`src/hw/spd_defs.svh`:
```
// Purpose: constants for the channel A post-divider / frame pulse block
// Assumes: included by its bare name after the package
// Notes: byte offsets are the paged addresses, page bit already applied
`ifndef SPD_DEFS_SVH
`define SPD_DEFS_SVH

`define SPD_ADDR_HI 8'h80
`define SPD_ADDR_MID 8'h81
`define SPD_ADDR_LO 8'h82
`define SPD_CFG_RESET 24'h000002
`define SPD_TYPE_POS 20
`define SPD_STYLE_POS 19
`define SPD_POL_POS 18
`define SPD_SRC_POS 16
`define SPD_TYPE_SPECIAL 4'hf
`define SPD_SRC_LOWFREQ 2'h0
`define SPD_MIN_RATIO 24'h000002
`define SPD_MIN_SPACING 24'h000001
`define SPD_SYNC_RESET 3'h0

`endif

```
`src/hw/spd_pkg.sv`:
```
// Purpose: types shared by the post-divider block
// Assumes: nothing
// Notes: cfg layout matches the 24-bit register bit for bit
package spd_pkg;

	typedef enum logic [1:0] {
		SPD_MODE_DIV = 2'b00,
		SPD_MODE_LF = 2'b01,
		SPD_MODE_FRAME = 2'b10
	} spd_mode_t;

	typedef struct packed {
		logic [3:0] otype;
		logic style;
		logic pol;
		logic [1:0] src;
		logic [15:0] rate;
	} spd_cfg_t;

	typedef struct packed {
		logic [7:0] addr;
		logic [7:0] wdata;
		logic wr;
		logic rd;
	} spd_req_t;

endpackage

```
`src/hw/spd_post_div.sv`:
```
// Purpose: channel A post-divider, low-frequency clock and frame pulse
// Assumes: ref_clk is the synthesizer output clock; lf_tick is a
//   same-domain strobe at twice the synthesizer base frequency
// Notes: odd ratios give a high phase one count longer than the low one: a cycle in div, a tick in low-frequency mode
`timescale 1ns/1ps
module spd_post_div import spd_pkg::*; (
	// clock and reset
	input wire logic ref_clk,
	input wire logic rst_n,
	// register access, paged address
	input wire spd_req_t req,
	output logic [7:0] rdata_q,
	// timing sources
	input wire logic lf_tick,
	input wire logic [2:0] src_clk_pin,
	// output
	output logic out_q
);
`include "spd_defs.svh"

	spd_cfg_t cfg_q;
	spd_cfg_t act_q;
	spd_cfg_t act_d;
	logic [23:0] cnt_q;
	logic [23:0] cnt_d;
	logic p_q;
	logic p_d;
	logic sel_prev_q;
	logic sel_prev_d;
	logic out_d;
	logic [7:0] rdata_d;
	logic [2:0] src_lvl;
	logic [3:0] lvl_map;
	spd_mode_t mode_w;
	spd_mode_t mode_d;

	genvar gi;
	generate
		for (gi = 0; gi < 3; gi++) begin : g_sync
			spd_src_sync u_sync (
				.ref_clk(ref_clk),
				.rst_n(rst_n),
				.src_pin(src_clk_pin[gi]),
				.level_q(src_lvl[gi])
			);
		end
	endgenerate

	// register decode; the upper page is only reachable with page bit set
	wire wr_hi = req.wr && req.addr == `SPD_ADDR_HI;
	wire wr_mid = req.wr && req.addr == `SPD_ADDR_MID;
	wire wr_lo = req.wr && req.addr == `SPD_ADDR_LO;
	assign rdata_d = !req.rd ? rdata_q :
		req.addr == `SPD_ADDR_HI ? cfg_q[23:16] :
		req.addr == `SPD_ADDR_MID ? cfg_q[15:8] :
		req.addr == `SPD_ADDR_LO ? cfg_q[7:0] : 8'h00;

	// mode of the applied setting; in div all 24 bits, type bits included, are ratio bits
	assign mode_w = act_q.otype != `SPD_TYPE_SPECIAL ? SPD_MODE_DIV :
		act_q.src == `SPD_SRC_LOWFREQ ? SPD_MODE_LF :
		SPD_MODE_FRAME;
	assign mode_d = act_d.otype != `SPD_TYPE_SPECIAL ? SPD_MODE_DIV :
		act_d.src == `SPD_SRC_LOWFREQ ? SPD_MODE_LF : SPD_MODE_FRAME;

	// source 01 is B, 10 is C, 11 is D
	assign lvl_map = {src_lvl, 1'b0};
	wire sel_lvl = lvl_map[act_q.src];
	wire new_lvl = lvl_map[cfg_q.src];
	wire rise_w = sel_lvl & ~sel_prev_q;
	wire fall_w = ~sel_lvl & sel_prev_q;

	// period length in counted units
	wire [23:0] ratio_w = act_q;
	wire [23:0] rate_w = {8'h00, act_q.rate};
	wire [23:0] n_div = ratio_w < `SPD_MIN_RATIO ? `SPD_MIN_RATIO : ratio_w;
	wire [23:0] n_lf = rate_w < `SPD_MIN_RATIO ? `SPD_MIN_RATIO : rate_w;
	wire [23:0] n_frm = rate_w < `SPD_MIN_SPACING ? `SPD_MIN_SPACING :
		rate_w;
	wire [23:0] n_w = mode_w == SPD_MODE_DIV ? n_div :
		mode_w == SPD_MODE_LF ? n_lf : n_frm;
	wire [23:0] half_w = (n_w >> 1) + {23'h000000, n_w[0]};
	wire last_w = cnt_q == n_w - `SPD_MIN_SPACING;

	// counter advance: every cycle, every tick, or every source period
	wire adv_w = mode_w == SPD_MODE_DIV ? 1'b1 :
		mode_w == SPD_MODE_LF ? lf_tick : rise_w;

	// gci starts the pulse on the boundary edge; the midpoint style starts
	// it half a period earlier so the boundary lands in its middle
	wire frm_ev = act_q.style ? rise_w : fall_w;

	// a new setting waits for the end of a period or an idle pulse line,
	// so no cut-short clock phase or partial pulse ever reaches the pin
	wire pend_w = cfg_q != act_q;
	wire load_w = pend_w && (mode_w == SPD_MODE_FRAME ? !p_q :
		adv_w && last_w);

	assign act_d = load_w ? cfg_q : act_q;
	assign cnt_d = load_w ? 24'h000000 :
		adv_w ? (last_w ? 24'h000000 : cnt_q + 24'h000001) : cnt_q;
	// pulse spans one source period, edge to like edge, when the spacing is two or more
	assign p_d = load_w || mode_w != SPD_MODE_FRAME ? 1'b0 :
		frm_ev ? last_w : p_q;
	assign sel_prev_d = load_w ? new_lvl : sel_lvl;
	assign out_d = mode_d == SPD_MODE_FRAME ? p_d ^ act_d.pol :
		cnt_d < half_w;

	always_ff @(posedge ref_clk or negedge rst_n) begin
		if (!rst_n) begin
			cfg_q <= `SPD_CFG_RESET;
		end else begin
			if (wr_hi) cfg_q[23:16] <= req.wdata;
			if (wr_mid) cfg_q[15:8] <= req.wdata;
			if (wr_lo) cfg_q[7:0] <= req.wdata;
		end
	end

	always_ff @(posedge ref_clk or negedge rst_n) begin
		if (!rst_n) begin
			act_q <= `SPD_CFG_RESET;
			cnt_q <= 24'h000000;
			p_q <= 1'b0;
			sel_prev_q <= 1'b0;
			out_q <= 1'b0;
			rdata_q <= 8'h00;
		end else begin
			act_q <= act_d;
			cnt_q <= cnt_d;
			p_q <= p_d;
			sel_prev_q <= sel_prev_d;
			out_q <= out_d;
			rdata_q <= rdata_d;
		end
	end

	// helper: length of the current high phase
	logic [23:0] hi_len_q;
	always_ff @(posedge ref_clk or negedge rst_n) begin
		if (!rst_n) begin
			hi_len_q <= 24'h000000;
		end else begin
			hi_len_q <= out_q ? hi_len_q + 24'h000001 : 24'h000000;
		end
	end
endmodule

```
`src/hw/spd_src_sync.sv`:
```
// Purpose: bring one sibling post-divider clock into the ref_clk domain
// Assumes: source is far slower than ref_clk
// Notes: level moves only once the second and third stages agree
`timescale 1ns/1ps
module spd_src_sync import spd_pkg::*; (
	// clock and reset
	input wire logic ref_clk,
	input wire logic rst_n,
	// pin and clean level
	input wire logic src_pin,
	output logic level_q
);
`include "spd_defs.svh"

	logic [2:0] stage_q;

	always_ff @(posedge ref_clk or negedge rst_n) begin
		if (!rst_n) begin
			stage_q <= `SPD_SYNC_RESET;
		end else begin
			stage_q <= {stage_q[1:0], src_pin};
		end
	end

	// stage 0 is read only by stage 1
	always_ff @(posedge ref_clk or negedge rst_n) begin
		if (!rst_n) begin
			level_q <= 1'b0;
		end else if (stage_q[1] == stage_q[2]) begin
			level_q <= stage_q[2];
		end
	end

endmodule

```
`config.mk`:
```
export PLATFORM = sky130hd
export DESIGN_NAME = spd_post_div
export DESIGN_NICKNAME = d
export VERILOG_FILES = /design/src/hw/spd_pkg.sv /design/src/hw/spd_post_div.sv /design/src/hw/spd_src_sync.sv
export VERILOG_INCLUDE_DIRS = /design/src /design/src/hw
export SDC_FILE = /design/constraint.sdc
export NUM_CORES = 1
export LEC_CHECK = 0
export ABC_CLOCK_PERIOD_IN_PS = 5750
export BUFFER_PORTS_ARGS = -buffer_cell sky130_fd_sc_hd__clkbuf_2
export CORE_AREA = 2 2 117 119
export DETAILED_ROUTE_END_ITERATION = 8
export DIE_AREA = 0 0 119 121
export HOLD_SLACK_MARGIN = 0.15
export PLACE_DENSITY = 0.69
export SETUP_SLACK_MARGIN = 0.15
export SLEW_MARGIN = 20
export SYNTH_ARGS = -nofsm -noshare
export SYNTH_HDL_FRONTEND = slang
export SYNTH_SLANG_ARGS = --single-unit
```
`constraint.sdc`:
```
create_clock -name ref_clk -period 5.75 [get_ports ref_clk]
set_clock_uncertainty 0.15 [all_clocks]
set_input_delay 0.575 -clock ref_clk [delete_from_list [all_inputs] [get_ports ref_clk]]
set_output_delay 0.575 -clock ref_clk [all_outputs]
set_load 0.005 [all_outputs]
```
* Word level (Yosys, flattened, before mapping)
Cells that the tools add are included.
Widths: inputs -> output; s select.
** Word-level totals
- Bits in registers :: 95
- Input bits :: 24
- Output and inout bits :: 9
- Word-level logic and storage cells :: 88
** Cells by class
- Add/sub/neg operators :: 3
- $lt $le $gt $ge :: 6
- Eq/ne operators :: 14
- Muxes and demuxes :: 28
- Bitwise gates (word level) :: 5
- Reduce and logical (&&, ||, !) cells :: 10
** Operators by type and width (number)
- $mux 24 :: 6
- $mux 16 :: 3
- $add 23x1->24 :: 1
- $add 24x1->24 const B :: 1
- $eq 24x24->1 :: 1
- $eq 8x8->1 const B :: 3
- $lt 24x2->1 const B :: 1
- $lt 24x24->1 :: 1
- $mux 8 :: 3
- $ne 24x24->1 :: 1
- $sub 24x1->24 const B :: 1
- $lt 16x1->1 const B :: 1
- $lt 16x2->1 const B :: 1
- $mux 1 :: 10
- $mux 2 :: 4
- $ne 4x4->1 const B :: 2
- $logic_not 2->1 :: 3
- $lt 2x3->1 const B :: 2
- $logic_and 1x1->1 :: 5
- $bmux 1 s2 :: 2
- $eq 2x2->1 const B :: 2
- $eq 1x1->1 :: 3
- $and 1x1->1 :: 2
- $eq 2x1->1 const B :: 1
- 5 further kinds :: 6

* Longest topological paths before layout
Gate-level depths: netlist of run 1.
- Word-level depth :: 17
- Mapped depth :: 29
- Mapped depth without buffers :: 26

* Modules after synthesis
From an unflattened synthesis of run 1, not the netlist that was laid out.
** Second synthesis, totals
- Cells, all modules :: 725
- Area total of the unflattened synthesis :: 6667.6 µm²
** By module, submodules not included
- spd_post_div :: times used 1, cells each 710, area each 6333.6 µm², sequential area each 2079.5 µm²
- spd_src_sync :: times used 3, cells each 5, area each 111.4 µm², sequential area each 100.1 µm²

* Worst setup path after synthesis of run 1
No wires, ideal clock.
- Path type :: register to register
- Start point :: reg act_q[6] (netlist bit)
- End point :: reg out_q
- Setup time :: 0.067 ns
- Arrival time :: 6.127 ns
- Required time :: 5.533 ns
- Slack :: -0.594 ns
- Cell stages (with the launch flop) :: 30
- Buffers on the path :: 3
- Clock period less this slack :: 6.344 ns
- Cells stage by stage :: dfrtp_1 buf_6 or4_4 buf_6 nor2_1 a41o_1 and2_1 ha_1 or3b_2 nor2_1 nand2_1 o22a_1 a211o_1 a2111oi_2 nand4_2 o22ai_1 clkbuf_1 nor2_1 ha_1 a21o_1 a21o_1 a21o_1 a21o_1 a21o_1 a21oi_1 nor2b_1 o21ai_0 nand2b_1 a211oi_1 a311o_1
** Between the ends
- Elaborated cells between the ends (all ways) :: 30
- Those cells by class :: 2 x add/sub; 4 x order compare; 4 x eq/ne; 15 x mux; 1 x bitwise; 4 x reduce/logical
** RTL lines
- from (decl) :: line spd_post_div.sv:22 : spd_cfg_t act_q;
- from (signal assigned) :: line spd_post_div.sv:120 : act_q <= `SPD_CFG_RESET;
- from (signal assigned) :: line spd_post_div.sv:127 : act_q <= act_d;
- $lt 16x1->1 (no source line) / $lt 16x2->1 (equally long branches)
- $mux 16 (on tied branches) :: line spd_post_div.sv:77, spd_post_div.sv:76
- $mux 16 :: line spd_post_div.sv:80 : mode_w == SPD_MODE_LF ? n_lf : n_frm;
- $mux 24 :: line spd_post_div.sv:79 : wire [23:0] n_w = mode_w == SPD_MODE_DIV ? n_div :
- $sub 24x1->24 (no source line)
- $eq 24x24->1 (no source line)
- $logic_and 1x1->1 :: line spd_post_div.sv:96 : adv_w && last_w);
- $mux 1 :: line spd_post_div.sv:95 : wire load_w = pend_w && (mode_w == SPD_MODE_FRAME ? !p_q :
- $logic_and 1x1->1 :: line spd_post_div.sv:95
- $mux 24 (*) :: line spd_post_div.sv:99 : assign cnt_d = load_w ? 24'h000000 :
- net cnt_d[9] :: line spd_post_div.sv:25 : logic [23:0] cnt_d;
- $lt 24x24->1 (*) :: line spd_post_div.sv:106 : cnt_d < half_w;
- $mux 1 (*) :: line spd_post_div.sv:105 : assign out_d = mode_d == SPD_MODE_FRAME ? p_d ^ act_d.pol :
- net out_d :: line spd_post_div.sv:30 : logic out_d;
- to (signal assigned) :: line spd_post_div.sv:131 : out_q <= out_d;
- to (decl) :: line spd_post_div.sv:17 : output logic out_q
Mark *: on every way through the listed nets, which the timed path passes. The rest lies on a longest branch.
A chain may end at the register's enable or synchronous reset.

* Worst setup path in the final report of run 1
- Start point :: reg act_q[19] (netlist bit)
- End point :: reg out_q
** Between the ends
- Elaborated cells between the ends (all ways) :: 26
- Those cells by class :: 2 x add/sub; 2 x order compare; 4 x eq/ne; 13 x mux; 1 x bitwise; 4 x reduce/logical
** RTL lines
- $lt 24x2->1 (no source line)
- $mux 24 :: line spd_post_div.sv:75 : wire [23:0] n_div = ratio_w < `SPD_MIN_RATIO ? `SPD_MIN_RATIO : ratio_w;
- $mux 24 :: line spd_post_div.sv:79
- $sub 24x1->24 (no source line)
- $eq 24x24->1 (no source line)
- $logic_and 1x1->1 :: line spd_post_div.sv:96
- $mux 1 :: line spd_post_div.sv:95
- $logic_and 1x1->1 :: line spd_post_div.sv:95
- $mux 24 (*) :: line spd_post_div.sv:99
- net cnt_d[9] :: line spd_post_div.sv:25
- $lt 24x24->1 (*) :: line spd_post_div.sv:106
- $mux 1 (*) :: line spd_post_div.sv:105
- net out_d :: line spd_post_div.sv:30
Marks and branches as above.

==> flow_summary.json, run 1 <==
{
  "status": "complete, no violations",
  "drive_above_1_share_pct": 24.1,
  "syn_inst": 687,
  "met2_length_um": 8470,
  "numPortBuffers": 32,
  "drc_errors": 0,
  "route.met3.wl_um": 859,
  "grt_overflow": 0,
  "max_stage_delay_ns": 0.56,
  "clock.fmax_mhz": 180,
  "io_pins": 33,
  "drt_wl_total_um": 17200,
  "clock_path_buffers": 2,
  "critPathBufInv": 3,
  "grt_max_degree": 68,
  "avgSynthCellArea_um2": 9.40,
  "grt_antenna_before_repair": 0,
  "crit_type": "reg2reg",
  "die_height_um": 121,
  "viasPerCell": 5.86,
  "worst-path-max-fanout": 7,
  "slew_headroom_pct": 45.7,
  "ys_warn_count": 0,
  "final_core_util_pct": 56.9,
  "holdCritPathClass": "in2reg",
  "grt_pass1_vias": 5365,
  "die-area_um2": 14400,
  "hold_violations": 0,
  "finalMaxSlewViolations": 0,
  "root_buffer": "clkbuf_16",
  "critPathTopFamily": "compound AO/OA/AOI/OAI gates",
  "fin_nets": 782,
  "gp_congestion": 0.940,
  "first_pass_iters": 5,
  "cts.sinks": 95,
  "worstPathRequired_ns": 5.89,
  "seq_area_frac_synth_pct": 36.8,
  "setup_viol": 0,
  "crit_top_cell": "a21o_1",
  "cts_tree": "yes",
  "wl_per_cell_um": 18.9,
  "cts_max_level": 3,
  "tightest_slew_ns": 0.814,
  "ys.flop_type": "dfrtp_1",
  "synthArstFlopShare_pct": 100,
  "antenna_cells": 0,
  "highest_layer": "met4",
  "initial_utilization_pct": 49.4,
  "wl_met1_um": 7360,
  "synth_edf_count": 0,
  "fillers": 1108,
  "layout_commonest_cell": "dfrtp_1",
  "global_route.usage.total_pct": 24.7,
  "hpwl_um": 13200,
  "core_area_um2": 13100,
  "cts_made_buffers": 9,
  "grt_pass1_wl_um": 27900,
  "drt_first_iter_violations": 512,
  "synth_area_um2": 6460,
  "die_x_um": 119,
  "ys_types": 70,
  "via_count": 5338,
  "min_period_ns": 5.56,
  "cp-end-kind": "flop",
  "postRouteAntennaNets": 0,
  "insertion_delay_ns": 0.35,
  "rsz0062_at_grt": "yes",
  "crit_path_start_kind": "flop",
  "maxCapViolCount": 0,
  "fin_crit_sh_pct": 96.7,
  "most-common-layout-cells": "dfrtp_1 (93), nor2_1 (66), mux2_2 (48), nand2_1 (48), xnor2_1 (47)",
  "rows": 42,
  "synth_nets": 738,
  "cts.clk_slew.worst_paths_ns": 0.07,
  "synth_seq_cells": 95,
  "area_growth_pct": 15.3,
  "crit_slowest_cell": "or4_4",
  "crit_arrival_ns": 5.70
}
## sequential cells by signal, summed over array words and instances (netlist names)
signal	flops
act_q	24
cfg_q	24
cnt_q	24
g_sync.u_sync.stage_q	9
rdata_q	8
g_sync.u_sync.level_q	3
out_q	1
p_q	1
sel_prev_q	1
## kinds of logic (layout without fill, tap and decap cells)
| group | count (synthesis) | in the layout | share of synthesized area [%] |
|---|---|---|---|
| multiplexers | 60 | 60 | 10.2 |
| buffers and inverters | 67 | 115 | 4.51 |
| flip-flops | 95 | 95 | 36.8 |
| AO/OA/AOI/OAI | 101 | 101 | 10.8 |
| other | 1 | 1 | 0.0581 |
| adder cells (fa/ha/maj) | 30 | 30 | 5.70 |
| XOR/XNOR | 89 | 89 | 12.1 |
| AND/OR/NAND/NOR | 244 | 244 | 19.8 |
## through the flow
stage	hold slack [ns]	setup WS, ns	instance area, um2	setup TNS, ns	std cells
final	0.183	0.189	7450	0	911
after detailed placement	0.190	-0.0832	7020	-0.0832	890
after global routing	0.175	-0.0854	7450	-0.0854	911
after CTS	0.174	0.155	7410	0	910
after floorplan	0.129	0.00639	6540	0	687
after global placement	0.186	0.0651	7020	0	890
## final cells by class
type | instances | area [um2] | area share [%]
repair buffers | 80 | 542 | 7.27
multi-input cells | 525 | 3930 | 52.8
clock inverters | 4 | 56.3 | 0.756
flip-flops and latches | 95 | 2380 | 31.9
inverters | 20 | 75.1 | 1.01
clock buffers | 11 | 243 | 3.26
well taps | 176 | 220 | 2.96
## final timing paths
path / startpoint / end / slack [ns] / cells past startpoint
min in group asynchronous: rst_n / cnt_q[22]$_DFF_PN0_ / 0.54 / 2
worst min-delay path: src_clk_pin[1] / g_sync[1].u_sync.stage_q[0]$_DFF_PN0_ / 0.18 / 1
worst max-delay path: act_q[19]$_DFFE_PN0N_ / out_q$_DFF_PN0_ / 0.19 / 29
max in group asynchronous: rst_n / act_q[11]$_DFFE_PN0N_ / 3.75 / 3
worst max register to register: act_q[19]$_DFFE_PN0N_ / out_q$_DFF_PN0_ / 0.19 / 29
worst min register to register: g_sync[0].u_sync.stage_q[0]$_DFF_PN0_ / g_sync[0].u_sync.stage_q[1]$_DFF_PN0_ / 0.20 / 0
## cell usage after synthesis, types with 13 or more instances
cell type | number | area [um2]
dfrtp_1 | 93 | 2330
nor2_1 | 69 | 259
mux2_2 | 48 | 541
nand2_1 | 48 | 180
xnor2_1 | 47 | 412
xor2_1 | 42 | 368
nand3_1 | 35 | 175
clkbuf_1 | 31 | 116
ha_1 | 27 | 338
a21oi_1 | 20 | 100
inv_1 | 20 | 75.1
nand4_1 | 17 | 106
o21ai_0 | 17 | 85.1
nor3_1 | 15 | 75.1
a21o_1 | 13 | 97.6
## routing by layer
layer  track usage, %  vias up
li1                 -     2532
met1             31.4     2595
met2             42.9      172
met3             2.87       39
met4             10.1        0
met5                0        -
## timing repair
action | 4_1_cts | 5_1_grt
hold endpoints to repair | 28 | 0
gates cloned | 0 | 0
setup buffers | 4 | 1
hold buffers | 1 | 0
pin swaps | 11 | 3
setup endpoints to repair | 1 | 1
gates resized for setup | 13 | 6
Power of run 1 is not shown: default switching activity piles up to over one toggle a cycle in this logic, so the estimate is an artifact.
==> run 2: changes to the inputs <==
--- a/config.mk
+++ b/config.mk
@@ -12,7 +12,7 @@
 export DETAILED_ROUTE_END_ITERATION = 8
 export DIE_AREA = 0 0 119 121
 export HOLD_SLACK_MARGIN = 0.15
-export PLACE_DENSITY = 0.69
+export PLACE_DENSITY_LB_ADDON = 0.1
 export SETUP_SLACK_MARGIN = 0.15
 export SLEW_MARGIN = 20
 export SYNTH_ARGS = -nofsm -noshare
==> run 2 against run 1 <==
Against the previous run:
- global-route usage is 1.1 points higher
- routed wire length up 1.7%
- register-to-register slack better by 0.02 ns
- critical path type unchanged
==> flow_summary.json, run 2 (synthesized netlist as in run 1, its figures left out) <==
{
  "status": "complete, no violations",
  "root_buffer": "clkbuf_16",
  "cts.sinks": 95,
  "cts_tree": "yes",
  "clock_path_buffers": 2,
  "wl_per_cell_um": 19.1,
  "cts_made_buffers": 9,
  "crit_path_start_kind": "flop",
  "worst-path-max-fanout": 6,
  "global_route.usage.total_pct": 25.8,
  "worstPathRequired_ns": 5.89,
  "crit_arrival_ns": 5.68,
  "cts_max_level": 3,
  "die_height_um": 121,
  "most-common-layout-cells": "dfrtp_1 (93), nor2_1 (64), mux2_2 (48)",
  "drc_errors": 0,
  "reg.largest.list": "act_q: 24 flops, cfg_q: 24 flops, cnt_q: 24 flops",
  "numPortBuffers": 32,
  "via_count": 5325,
  "clock.fmax_mhz": 181,
  "crit_top_cell": "a21o_1",
  "slew_headroom_pct": 53.8,
  "cts.clk_slew.worst_paths_ns": 0.07,
  "core_area_um2": 13100,
  "drt_first_iter_violations": 385,
  "grt_overflow": 0,
  "insertion_delay_ns": 0.36,
  "hpwl_um": 13500,
  "first_pass_iters": 5,
  "rsz0062_at_grt": "yes",
  "die_x_um": 119,
  "maxCapViolCount": 0,
  "grt_max_degree": 55,
  "viasPerCell": 5.81,
  "crit_slowest_cell": "or4_4",
  "fin_crit_sh_pct": 96.3,
  "initial_utilization_pct": 49.4,
  "drt_wl_total_um": 17500,
  "postRouteAntennaNets": 0,
  "drive_above_1_share_pct": 25.0,
  "grt_pass1_wl_um": 28600,
  "rows": 42,
  "holdCritPathClass": "in2reg",
  "grt_antenna_before_repair": 0,
  "antenna_cells": 0,
  "grt_pass1_vias": 5392,
  "area_growth_pct": 16.0,
  "crit_type": "reg2reg",
  "min_period_ns": 5.54,
  "tightest_slew_ns": 0.692,
  "fin_nets": 786,
  "design_area_um2": 7490,
  "cp-end-kind": "flop",
  "finalMaxSlewViolations": 0,
  "die-area_um2": 14400,
  "hold_violations": 0,
  "layout_commonest_cell": "dfrtp_1",
  "io_pins": 33,
  "max_stage_delay_ns": 0.56,
  "fillers": 1173,
  "gp_congestion": 0.951,
  "placed_area_um2": 7020,
  "setup_viol": 0
}
run 2: cell types whose count changed in the layout (fill, tap and decap cells not counted), moves of 2 or more:
cell and change:
nor2_2 +2, nor2_1 -2, inv_8 +2, clkinv_4 -2
run 2: metrics by stage:
step	hold slack, ns	TNS [ns]	setup slack, ns	cells	utilization [%]
final	0.172	0	0.211	916	57.2
after global routing	0.155	-0.0396	-0.0396	916	57.2
after CTS	0.162	0	0.154	915	56.9
after detailed placement	0.186	-0.0224	-0.0224	891	53.7
after global placement	0.184	0	0.0739	891	53.7
after floorplan	0.129	0	0.00639	687	-
run 2: worst max-delay path: cells and delay by family, from the launching register on:
family / cells / cell delay, ns
buffers and inverters: 3 / 0.47
AO/OA/AOI/OAI: 13 / 2.31
AND/OR/NAND/NOR: 9 / 1.78
flip-flops: 1 / 0.38
adder cells (fa/ha/maj): 2 / 0.38
run 2: repair_timing:
item	in CTS	in global routing
cloned	1	0
hold endpoints to repair	41	0
buffers inserted	6	1
pin swaps	11	6
endpoints found under the setup margin	1	1
hold buffers	1	0
resized for setup	16	6
run 2: metal layers:
| layer | vias to the layer above | GRT usage, % | wire, um |
|---|---|---|---|
| met4 | 0 | 9.45 | 510 |
| met3 | 33 | 4.37 | 823 |
| met5 | - | 0 | 0 |
| met2 | 143 | 43.9 | 8560 |
| met1 | 2620 | 33.0 | 7620 |
| li1 | 2529 | - | - |
run 2: final timing paths:
kind	startpoint	end	depth (start not counted)	slack, ns
worst max-delay path	act_q[20]$_DFF_PN0_	out_q$_DFF_PN0_	27	0.21
worst min-delay path	src_clk_pin[1]	g_sync[1].u_sync.stage_q[0]$_DFF_PN0_	1	0.17
worst max register to register	act_q[20]$_DFF_PN0_	out_q$_DFF_PN0_	27	0.21
worst min register to register	g_sync[2].u_sync.stage_q[0]$_DFF_PN0_	g_sync[2].u_sync.stage_q[1]$_DFF_PN0_	0	0.20
max in group asynchronous	rst_n	cfg_q[9]$_DFFE_PN0P_	3	3.72
min in group asynchronous	rst_n	cnt_q[16]$_DFF_PN0_	2	0.61
run 2: area by class of cell:
| cell class | count | area, um2 | share of cell area [%] |
|---|---|---|---|
| Inverter | 20 | 75.1 | 1.00 |
| Clock buffer | 10 | 239 | 3.19 |
| Clock inverter | 6 | 52.6 | 0.702 |
| Sequential cell | 95 | 2380 | 31.8 |
| Timing Repair Buffer | 84 | 586 | 7.82 |
| Tap cell | 176 | 220 | 2.94 |
| Multi-Input combinational cell | 525 | 3940 | 52.6 |
Power of run 2 is left out for the same reason.
==> run 3: changes to the inputs <==
--- a/config.mk
+++ b/config.mk
@@ -6,7 +6,7 @@
 export SDC_FILE = /design/constraint.sdc
 export NUM_CORES = 1
 export LEC_CHECK = 0
-export ABC_CLOCK_PERIOD_IN_PS = 5750
+export ABC_CLOCK_PERIOD_IN_PS = 4500
 export BUFFER_PORTS_ARGS = -buffer_cell sky130_fd_sc_hd__clkbuf_2
 export CORE_AREA = 2 2 117 119
 export DETAILED_ROUTE_END_ITERATION = 8
==> constraint.sdc (replaced) <==
create_clock -name ref_clk -period 4.5 [get_ports ref_clk]
set_clock_uncertainty 0.15 [all_clocks]
set_input_delay 0.45 -clock ref_clk [delete_from_list [all_inputs] [get_ports ref_clk]]
set_output_delay 0.45 -clock ref_clk [all_outputs]
set_load 0.005 [all_outputs]
==> run 3 against run 2 <==
Against the previous run:
- the run now ends with setup timing left
- register-to-register slack worse by 1.2 ns
- highest routed layer unchanged
- first-iteration DRC count decreased by 4.4%
- critical path depth is the same
- count of clock-buffer cells in the layout grew 1
- fmax rose by 0.16%
- largest cell class unchanged
- non-clock buffer count grew 62
- global-route usage up 1.7 points
==> flow_summary.json, run 3 (synthesized netlist as in run 1, its figures left out) <==
{
  "cts_max_level": 3,
  "cts_tree": "yes",
  "drc_errors": 0,
  "whs_ns": 0.198,
  "drt_wl_total_um": 18800,
  "setup_tns_ns": -4.60,
  "cts.sinks": 95,
  "holdCritPathClass": "reg2reg",
  "finalMaxSlewViolations": 0,
  "wl_per_cell_um": 19.2,
  "drive_above_1_share_pct": 30.5,
  "via_count": 5633,
  "numPortBuffers": 32,
  "status": "finished with violations",
  "violations": "setup timing",
  "rsz0062_at_grt": "yes",
  "worst-path-max-fanout": 5,
  "antenna_cells": 0,
  "layout_commonest_cell": "buf_4",
  "postRouteAntennaNets": 0,
  "cts.clk_slew.worst_paths_ns": 0.07,
  "cts_made_buffers": 9,
  "fin_nets": 849,
  "cp-end-kind": "flop",
  "most-common-layout-cells": "buf_4 (97), dfrtp_1 (93), nor2_1 (66)",
  "global_route.usage.total_pct": 27.4,
  "clock.fmax_mhz": 181,
  "slew_headroom_pct": 53.5,
  "root_buffer": "clkbuf_16",
  "grt_overflow": 0,
  "clock_path_buffers": 2,
  "first_pass_iters": 5,
  "drt_first_iter_violations": 368,
  "crit_arrival_ns": 5.67,
  "hold_violations": 0,
  "die_x_um": 119,
  "crit_type": "reg2reg",
  "gp_congestion": 1.03,
  "setup_viol": 24,
  "rows": 42,
  "worstPathRequired_ns": 4.64,
  "final_core_util_pct": 62.2,
  "grt_antenna_before_repair": 0,
  "grt_pass1_wl_um": 30400,
  "reg.largest.list": "act_q: 24 flops, cfg_q: 24 flops, cnt_q: 24 flops",
  "die-area_um2": 14400,
  "tightest_slew_ns": 0.689,
  "rrSetupSlack_ns": -1.03,
  "fin_crit_sh_pct": 123,
  "fillers": 1145,
  "initial_utilization_pct": 49.4,
  "core_area_um2": 13100,
  "fin_ws_ns": -1.03,
  "grt_pass1_vias": 5802,
  "hpwl_um": 14500,
  "crit_path_start_kind": "flop",
  "min_period_ns": 5.53,
  "insertion_delay_ns": 0.36,
  "viasPerCell": 5.75,
  "die_height_um": 121,
  "maxCapViolCount": 0,
  "io_pins": 33,
  "area_growth_pct": 26.0,
  "grt_max_degree": 49
}
run 3: cell count changes in the layout (fill, tap and decap cells not counted), moves of 3 or more:
cell | before | now
mux2_4 | 0 | 21
buf_4 | 47 | 97
dlygate4sd3_1 | 1 | 4
nor2_2 | 3 | 0
mux2_2 | 48 | 27
buf_6 | 2 | 13
run 3: per-stage QoR:
stage                     worst slack (ns)  std cells  cell area, um2
after floorplan                      -1.24        687            6620
after global placement               -1.15        946            7500
after detailed placement             -1.29        946            7500
after CTS                            -1.02        976            8090
after global routing                 -1.30        979            8140
final                                -1.03        979            8140
run 3: what timing repair did:
item	CTS	global route
endpoints found under the setup margin	38	30
resized for setup	40	4
pin swaps	20	8
endpoints found under the hold margin	50	0
hold buffers	4	0
gates cloned	1	0
buffers inserted	9	3
run 3: worst paths after layout:
path,to,cells after the start,start
min reg2reg,g_sync[1].u_sync.stage_q[1]$_DFF_PN0_,0,g_sync[1].u_sync.stage_q[0]$_DFF_PN0_
min,g_sync[1].u_sync.stage_q[1]$_DFF_PN0_,0,g_sync[1].u_sync.stage_q[0]$_DFF_PN0_
max in group asynchronous,act_q[10]$_DFFE_PN0N_,3,rst_n
min in group asynchronous,cnt_q[20]$_DFF_PN0_,2,rst_n
max reg2reg,out_q$_DFF_PN0_,27,act_q[20]$_DFF_PN0_
max,out_q$_DFF_PN0_,27,act_q[20]$_DFF_PN0_
run 3: worst max-delay path: stages, from the launching register on:
cell       delay [ns]
dfrtp_1          0.39
or4_4            0.55
o21ai_2          0.18
a41o_1           0.21
and2_4           0.17
ha_4             0.13
or3b_4           0.42
nor2_4           0.12
nand2_2          0.11
o22a_1           0.24
a211o_1          0.31
a2111oi_4        0.23
nand4_2          0.17
o22ai_2          0.18
buf_6            0.15
nor2_4           0.04
ha_4             0.22
a21o_1           0.17
a21o_1           0.15
a21o_1           0.14
a21o_1           0.15
a21o_1           0.15
a21oi_1          0.11
nor2b_1          0.07
o21ai_1          0.13
nand2b_1         0.07
a211oi_1         0.21
a311o_1          0.14
run 3: cell type report:
| type | instances | area [um2] | area share [%] |
|---|---|---|---|
| clock buffer | 11 | 233 | 2.86 |
| multi-input combinational | 526 | 4060 | 49.8 |
| inverter | 20 | 75.1 | 0.922 |
| clock inverter | 5 | 86.3 | 1.06 |
| sequential | 95 | 2380 | 29.2 |
| tap | 176 | 220 | 2.71 |
| timing repair buffer | 146 | 1090 | 13.4 |
run 3: metal layers:
layer  track usage, %  routed length [um]  vias to the layer above  share of wire [%]
li1                 -                   -                     2676                  -
met5                0                   0                        -                  0
met4             10.6                 572                        0                3.0
met1             34.2                8100                     2774                 43
met3             3.05                 700                       44                3.7
met2             48.8                9460                      139                 50
Power of run 3 is left out for the same reason.
